==> config.mk <==
export PLATFORM = sky130hd
export DESIGN_NAME = ebr_ctrl
export DESIGN_NICKNAME = d
export VERILOG_FILES = /design/src/logic/ebr_pkg.sv /design/src/logic/ebr_sync.sv /design/src/logic/ebr_ctrl.sv
export SDC_FILE = /design/constraint.sdc
export NUM_CORES = 1
export LEC_CHECK = 0
export BUFFER_PORTS_ARGS = -buffer_cell sky130_fd_sc_hd__buf_2
export CORE_MARGIN = 3
export CORE_UTILIZATION = 43
export DETAILED_ROUTE_END_ITERATION = 12
export PLACE_DENSITY = 0.73
export SLEW_MARGIN = 0
export SYNTH_ARGS = -nofsm -noshare
export SYNTH_HDL_FRONTEND = slang
export SYNTH_SLANG_ARGS = --single-unit
==> constraint.sdc <==
create_clock -name clk -period 2.4 [get_ports clk]
set_clock_uncertainty 0.05 [all_clocks]
set_input_delay 0 -clock clk [delete_from_list [all_inputs] [get_ports clk]]
set_output_delay 0 -clock clk [all_outputs]
set_load 0.005 [all_outputs]
==> src/logic/ebr_pkg.sv <==
// Purpose: shared constants for the external bus ready/wait-state controller
// Assumes: one system clock, cycle phases counted in clock periods
// Notes: phase ranges follow the programmable bus cycle phase table
package ebr_pkg;
  // ****************************************
  // phase ranges and widths
  // ****************************************
  localparam int unsigned ACC_MAX = 32;
  localparam int unsigned ACC_W = 6;
  localparam int unsigned AB_W = 3;
  localparam int unsigned C_W = 2;
  localparam int unsigned F_W = 2;
  localparam int unsigned DATA_W = 16;
  localparam int unsigned ADDR_W = 24;
  // ****************************************
  // timing
  // ****************************************
  localparam int unsigned CLK_PERIOD_NS = 100;
  localparam int unsigned SYNC_STAGES = 2;
  // ****************************************
  // reset values
  // ****************************************
  localparam logic RST_STROBE_N = 1'h1;
  localparam logic RST_BUSY = 1'h0;
  // ****************************************
  // sequencer states
  // ****************************************
  typedef enum logic [5:0] {
    ST_IDLE = 6'h01,
    ST_ADDR = 6'h02,
    ST_CMD = 6'h04,
    ST_ACC = 6'h08,
    ST_WAIT = 6'h10,
    ST_HOLD = 6'h20
  } ebr_state_t;
endpackage

==> src/logic/ebr_sync.sv <==
// Purpose: two-flop synchroniser for the handshake input
// Assumes: single clock domain
// Notes: first stage feeds only the second stage
`timescale 1ns/10ps
module ebr_sync
(
  // clock and reset
  input wire logic clk,
  input wire logic arst_n,
  // data
  input wire logic din,
  output logic dout
);
  logic meta;

  always_ff @(posedge clk or negedge arst_n)
  begin
    if (!arst_n)
    begin
      meta <= 1'h0;
      dout <= 1'h0;
    end
    else
    begin
      meta <= din;
      dout <= meta;
    end
  end
endmodule

==> src/logic/ebr_ctrl.sv <==
// Purpose: bus cycle sequencer with handshake-controlled wait states
// Assumes: handshake input sampled on rising clk; config stable per cycle
// Notes: reference clock output is a registered toggle of clk, running at half the clk rate
// Function
// - selectable active level for handshake input
// - synchronous mode samples input directly
// - asynchronous mode adds synchroniser stage
// - sample point follows programmed phase lengths
// - inactive sample inserts one more wait state
// - active sample ends cycle, deasserts strobe
// - async sample point later by synchroniser delay
// - ignore handshake until access phase elapses
// - handshake may extend access phase length
// - read data captured at strobe rising edge
`timescale 1ns/10ps
module ebr_ctrl
#(
  parameter int unsigned DW = ebr_pkg::DATA_W,
  parameter int unsigned AW = ebr_pkg::ADDR_W
)
(
  // clock and reset
  input wire logic clk,
  input wire logic arst_n,
  // request side
  input wire logic req,
  input wire logic req_write,
  input wire logic [AW-1:0] req_addr,
  input wire logic [DW-1:0] req_wdata,
  // cycle configuration
  input wire logic [ebr_pkg::AB_W-1:0] addr_phase_length,
  input wire logic [ebr_pkg::C_W-1:0] cmd_phase_length,
  input wire logic [ebr_pkg::ACC_W-1:0] access_phase_length,
  input wire logic [ebr_pkg::F_W-1:0] hold_phase_length,
  input wire logic hs_enable,
  input wire logic hs_active_high,
  input wire logic hs_async,
  // external bus
  input wire logic handshake_in,
  input wire logic [DW-1:0] bus_rdata,
  output logic [AW-1:0] bus_addr,
  output logic [DW-1:0] bus_wdata,
  output logic rd_n,
  output logic wr_n,
  output logic reference_clock_output,
  // status
  output logic busy,
  output logic done,
  output logic [DW-1:0] rdata,
  output logic handshake_wait_state
);
  ebr_pkg::ebr_state_t state;
  logic [ebr_pkg::ACC_W-1:0] cnt;
  logic is_write;
  logic hs_sync;
  logic hs_raw_act;
  logic hs_sync_act;
  logic hs_seen;
  logic sample_now;
  logic [ebr_pkg::ACC_W-1:0] acc_len;

  function automatic logic [ebr_pkg::ACC_W-1:0] at_least_one(input logic [ebr_pkg::ACC_W-1:0] v);
    at_least_one = (v == 6'h00) ? 6'h01 : v;
  endfunction

  // ****************************************
  // handshake qualification
  // ****************************************
  ebr_sync u_sync
  (
    .clk(clk),
    .arst_n(arst_n),
    .din(handshake_in),
    .dout(hs_sync)
  );

  assign hs_raw_act = handshake_in ~^ hs_active_high;
  assign hs_sync_act = hs_sync ~^ hs_active_high;
  // async path sees a later copy, so its sample point lags by the sync delay
  assign hs_seen = hs_async ? hs_sync_act : hs_raw_act;
  assign acc_len = at_least_one(access_phase_length);
  // handshake only looked at once the programmed access wait states ran out
  assign sample_now = (state == ebr_pkg::ST_ACC && cnt == 6'h01) || state == ebr_pkg::ST_WAIT;

  // ****************************************
  // sequencer
  // ****************************************
  always_ff @(posedge clk or negedge arst_n)
  begin
    if (!arst_n)
    begin
      state <= ebr_pkg::ST_IDLE;
      cnt <= 6'h00;
      is_write <= 1'h0;
    end
    else
    begin
      unique case (state)
        ebr_pkg::ST_IDLE:
        begin
          if (req)
          begin
            state <= ebr_pkg::ST_ADDR;
            is_write <= req_write;
            cnt <= {3'h0, (addr_phase_length == 3'h0) ? 3'h1 : addr_phase_length};
          end
        end
        ebr_pkg::ST_ADDR:
        begin
          if (cnt == 6'h01)
          begin
            state <= (cmd_phase_length == 2'h0) ? ebr_pkg::ST_ACC : ebr_pkg::ST_CMD;
            cnt <= (cmd_phase_length == 2'h0) ? acc_len : {4'h0, cmd_phase_length};
          end
          else
            cnt <= cnt - 6'h01;
        end
        ebr_pkg::ST_CMD:
        begin
          if (cnt == 6'h01)
          begin
            state <= ebr_pkg::ST_ACC;
            cnt <= acc_len;
          end
          else
            cnt <= cnt - 6'h01;
        end
        ebr_pkg::ST_ACC, ebr_pkg::ST_WAIT:
        begin
          if (sample_now)
          begin
            if (!hs_enable || hs_seen)
            begin
              state <= (hold_phase_length == 2'h0) ? ebr_pkg::ST_IDLE : ebr_pkg::ST_HOLD;
              cnt <= {4'h0, hold_phase_length};
            end
            else
              state <= ebr_pkg::ST_WAIT;
          end
          else
            cnt <= cnt - 6'h01;
        end
        ebr_pkg::ST_HOLD:
        begin
          if (cnt == 6'h01)
            state <= ebr_pkg::ST_IDLE;
          else
            cnt <= cnt - 6'h01;
        end
        default:
          state <= ebr_pkg::ST_IDLE;
      endcase
    end
  end

  // ****************************************
  // bus outputs
  // ****************************************
  always_ff @(posedge clk or negedge arst_n)
  begin
    if (!arst_n)
    begin
      bus_addr <= '0;
      bus_wdata <= '0;
      rd_n <= ebr_pkg::RST_STROBE_N;
      wr_n <= ebr_pkg::RST_STROBE_N;
    end
    else
    begin
      if (state == ebr_pkg::ST_IDLE && req)
      begin
        bus_addr <= req_addr;
        bus_wdata <= req_wdata;
      end
      if ((state == ebr_pkg::ST_ADDR && cnt == 6'h01) || state == ebr_pkg::ST_CMD && cnt == 6'h01)
      begin
        if (state == ebr_pkg::ST_CMD || cmd_phase_length == 2'h0)
        begin
          rd_n <= is_write;
          wr_n <= !is_write;
        end
      end
      else if (sample_now && (!hs_enable || hs_seen))
      begin
        rd_n <= 1'h1;
        wr_n <= 1'h1;
      end
    end
  end

  // ****************************************
  // status and read data
  // ****************************************
  always_ff @(posedge clk or negedge arst_n)
  begin
    if (!arst_n)
    begin
      busy <= ebr_pkg::RST_BUSY;
      done <= 1'h0;
      rdata <= '0;
      handshake_wait_state <= 1'h0;
      reference_clock_output <= 1'h0;
    end
    else
    begin
      reference_clock_output <= !reference_clock_output;
      busy <= (state != ebr_pkg::ST_IDLE) || req;
      done <= sample_now && (!hs_enable || hs_seen);
      // same edge that raises the read strobe latches the data
      if (sample_now && (!hs_enable || hs_seen) && !is_write)
        rdata <= bus_rdata;
      handshake_wait_state <= sample_now && hs_enable && !hs_seen;
    end
  end

  // ****************************************
  // assertions
  // ****************************************
  property p_end_strobe;
    @(posedge clk) disable iff (!arst_n)
      (sample_now && (!hs_enable || hs_seen)) |=> (rd_n && wr_n && done);
  endproperty
  a_end_strobe: assert property (p_end_strobe) else $error("strobe not released at end");

  property p_wait_insert;
    @(posedge clk) disable iff (!arst_n)
      (sample_now && hs_enable && !hs_seen) |=> (state == ebr_pkg::ST_WAIT && handshake_wait_state);
  endproperty
  a_wait_insert: assert property (p_wait_insert) else $error("wait state missing");

  property p_no_hs_length;
    @(posedge clk) disable iff (!arst_n)
      (state == ebr_pkg::ST_ACC && !hs_enable && cnt == 6'h01) |=> (state != ebr_pkg::ST_ACC && state != ebr_pkg::ST_WAIT);
  endproperty
  a_no_hs_length: assert property (p_no_hs_length) else $error("disabled handshake did not end");

  property p_ignore_early;
    @(posedge clk) disable iff (!arst_n)
      (state == ebr_pkg::ST_ACC && cnt > 6'h01) |=> (state == ebr_pkg::ST_ACC && !done);
  endproperty
  a_ignore_early: assert property (p_ignore_early) else $error("handshake used too early");

  // checks the real two-edge lag of the pin, not the select expression
  property p_async_lag;
    @(posedge clk) disable iff (!arst_n)
      (hs_async && sample_now) |-> (hs_seen == ($past(handshake_in, 2) ~^ hs_active_high));
  endproperty
  a_async_lag: assert property (p_async_lag) else $error("async path not synchronised");

  property p_sync_direct;
    @(posedge clk) disable iff (!arst_n)
      (!hs_async && hs_enable && sample_now && (handshake_in ~^ hs_active_high)) |=> done;
  endproperty
  a_sync_direct: assert property (p_sync_direct) else $error("sync path not direct");

  property p_read_capture;
    @(posedge clk) disable iff (!arst_n)
      (sample_now && (!hs_enable || hs_seen) && !is_write) |=> (rdata == $past(bus_rdata));
  endproperty
  a_read_capture: assert property (p_read_capture) else $error("read data not captured");

  property p_acc_entry;
    @(posedge clk) disable iff (!arst_n)
      (state != ebr_pkg::ST_ACC ##1 state == ebr_pkg::ST_ACC) |-> (cnt == acc_len);
  endproperty
  a_acc_entry: assert property (p_acc_entry) else $error("access length wrong");

  c_wait: cover property (@(posedge clk) disable iff (!arst_n) handshake_wait_state ##1 done);
  c_async: cover property (@(posedge clk) disable iff (!arst_n) hs_async && done);
  c_write: cover property (@(posedge clk) disable iff (!arst_n) !wr_n ##[1:40] done);
endmodule

==> flow_metrics.env <==
export IMPL_rsz0062_at_grt="no"
export IMPL_p_total_mw=5.46
export IMPL_syn_area_mm2=0.00343
export IMPL_maxCapViolCount=0
export IMPL_ant_nets=0
export IMPL_power_density_mw_per_mm2=1040
export IMPL_num_vias=2942
export IMPL_rrSetupSlack_ps=50
export IMPL_dpl_cell_area_mm2=0.00434
export IMPL_vdd_drop_max_mv=0.561
export IMPL_postLayoutCoreUtil=0.701
export IMPL_h_tree_depth=3
export IMPL_timing_fmax_mhz=426
export IMPL_fin_ws_ps=53.4
export IMPL_required_ps=2570
export IMPL_io_pins=139
export IMPL_status="finished, final reports clean"
export IMPL_min_period_over_period=0.978
export IMPL_clk_latency_ps=350
export IMPL_routed_wl_um=9090
export IMPL_seq_power_share=0.382
export IMPL_cts_buffer_depth=2
export IMPL_max_slew_worst_pin_slew_ps=942
export IMPL_fillers=545
export IMPL_dp_slack_ps=-16.0
export IMPL_slew_viol_final=0
export IMPL_synth_async_sr_flop_share=1.00
export IMPL_ys_seq_area_frac=0.563
export IMPL_drtPass1Iterations=4
export IMPL_post_route_cell_area_mm2=0.00525
export IMPL_grt_antenna_before_repair=0
export IMPL_synth_top_family_by_area="multiplexers"
export IMPL_synth_flop_cell="dfrtp_1"
export IMPL_leakage_nw=2.58
export IMPL_syn_instance_count=268
export IMPL_cts_sinks=77
export IMPL_period_minus_slack_ps=2350
export IMPL_wire_per_inst_um=15.2
export IMPL_core_mm2=0.00749
export IMPL_drt_initial_drc_count=115
export IMPL_yosys_area_share_adder=0.00730
export IMPL_dp_hpwl_um=6160
export IMPL_rows=31
export IMPL_overflow=0
export IMPL_cp_start_kind="register"
export IMPL_yosysWarnings=0
export IMPL_drive_gt1_frac=0.494
export IMPL_p_int_mw=3.64
export IMPL_design_die_area_mm2=0.00908
export IMPL_synth_edff_count=0
export IMPL_track_usage=0.207
export IMPL_drc=0
export IMPL_ys_ff_latch=77
export IMPL_nNetsFinal=572
export IMPL_synthMuxAreaShare=0.200
export IMPL_viasPerCell=4.93
export IMPL_synth_area_per_cell_um2=12.8
export IMPL_path_clk_slew_ps=90
export IMPL_grt_pass1_wl_um=14500
export IMPL_synthSimpleGateAreaFrac=0.102
export IMPL_holdWs_ps=30.3
export IMPL_start_util=0.458
export IMPL_area_growth_pct=53.0
export IMPL_synth_xor_area_frac=0.0230
export IMPL_synth_compound_area_frac=0.0832
export IMPL_swShare=0.333
export IMPL_fp_dieH_um=95.3
export IMPL_finalHoldViolations=0
export IMPL_numCtsBuffers=9
export IMPL_setup_viol=0
export IMPL_routabilityCongestion=0.948
export IMPL_worstHoldPathType="input port to register"
export IMPL_clockPowerShare=0.185
export IMPL_crit_fanout=16
export IMPL_p_comb_frac=0.432
export IMPL_cts_tree="built"
export IMPL_grt_pass1_vias=3018
export IMPL_die_x_um=95.3
export IMPL_root_buffer="clkbuf_8"
export IMPL_port_buffers=138
export IMPL_synth_nets=347
export IMPL_crit_arrival_ps=2520
export IMPL_criticalPathCategory="register to register"
export IMPL_relSlewSlack=0.372
export IMPL_p_sw_mw=1.82
export IMPL_synth_cell_types=52
export IMPL_grt_max_degree=78
export IMPL_n_antenna_cell=0
export IMPL_endpoint_kind="register"
-- power by group through the flow --
stage | registers, mW | clock network (mW) | logic, mW
floorplan | 2.10 | 0 | 1.34
global placement | 2.06 | 0 | 2.22
detailed placement | 2.10 | 0 | 2.28
CTS | 2.08 | 1.04 | 2.36
global route | 2.15 | 1.09 | 2.61
finish | 2.09 | 1.01 | 2.36
-- metrics by stage --
| step | cells | TNS, ps |
|---|---|---|
| 6_report | 597 | 0 |
| 5_1_grt | 597 | 0 |
| 4_1_cts | 596 | 0 |
| 3_5_place_dp | 511 | -61.9 |
| 3_3_place_gp | 511 | 0 |
| 2_1_floorplan | 268 | 0 |
-- path summary, 6_finish.rpt --
check / from / endpoint / depth (start not counted)
min reg2reg: u_sync.meta / u_sync.dout / 0
max in group asynchronous: arst_n / is_write / 2
max reg2reg: cnt[1] / rdata[9] / 9
max: cnt[1] / rdata[9] / 9
min in group asynchronous: arst_n / cnt[5] / 2
min: req / busy / 4
-- flip-flops by register name (all words and copies together) (netlist names), 6 cells and up --
signal,count
bus_addr,24
bus_wdata,16
rdata,16
cnt,6
state,6
-- critical path, cell delays in order, from the launching register on --
cell and delay (ps):
dfrtp_1 410, inv_1 100, ha_1 140, nor2b_1 230
a31oi_1 170, nor2b_1 170, nor2b_2 220, nor2b_2 210
buf_12 170, mux2_2 350
-- cell type report --
class | count | area, um2 | area share
clock inverters | 6 | 70.1 | 0.0134
well taps | 99 | 124 | 0.0236
multi-input cells | 174 | 1430 | 0.272
inverters | 5 | 18.8 | 0.00358
clock buffers | 10 | 138 | 0.0262
flip-flops and latches | 77 | 1930 | 0.368
repair buffers | 226 | 1540 | 0.293
-- routing by layer --
metal,up-vias,GRT usage,wire (um)
met5,-,0,0
met4,0,0.0769,140
met3,12,0.0537,703
met2,118,0.341,4480
met1,1397,0.262,3770
li1,1415,-,-
-- Yosys cell counts (2+ instances only) --
master     count  area [um2]
buf_1          5        18.8
nor4_1         6        37.5
nor3_1         6        30.0
nor2_1        12        45.0
dfstp_2        3        78.8
inv_1          5        18.8
a22o_1         3        26.3
o2bb2ai_1      3        26.3
o21ai_0       15        75.1
nand2_1       11        41.3
a31oi_1        2        12.5
mux2i_1        2        20.0
or2_2          2        12.5
xor2_1         5        43.8
mux2_2        59         664
ha_1           2        25.0
nand2b_1       3        18.8
dfrtp_1       74        1850
or3_1          2        12.5
a21oi_1        2        10.0
nor2b_1        8        50.1
xnor2_1        4        35.0
a22oi_1        2        15.0
clkbuf_1       4        15.0
-- cells in the final DEF, fill, tap and decap left out, types with 3 or more instances in the layout --
cell	n
buf_2	137
dfrtp_1	74
dlygate4sd3_1	69
mux2_2	59
buf_4	19
o21ai_0	15
nor2_1	12
nand2_1	11
clkbuf_8	10
nor4_1	6
nor2b_1	6
nor3_1	6
inv_1	5
xor2_1	5
xnor2_1	4
nand2b_1	3
o2bb2ai_1	3
a22o_1	3
clkinv_4	3
dfstp_2	3
-- kinds of logic after synthesis --
kind of cell | Yosys count
XOR/XNOR | 9
AND/OR/NAND/NOR | 62
multiplexers | 61
adder cells (fa/ha/maj) | 2
flip-flops | 77
AO/OA/AOI/OAI | 40
buffers and inverters | 17
-- repair_timing --
item | in CTS | in global routing
endpoints found under the setup margin | 16 | 17
resized for setup | 2 | 0
endpoints found under the hold margin | 141 | 0
hold buffers | 69 | 0
pin swaps | 0 | 1
buffers inserted | 0 | 1
Note: power is estimated with default switching activity, not from simulation.
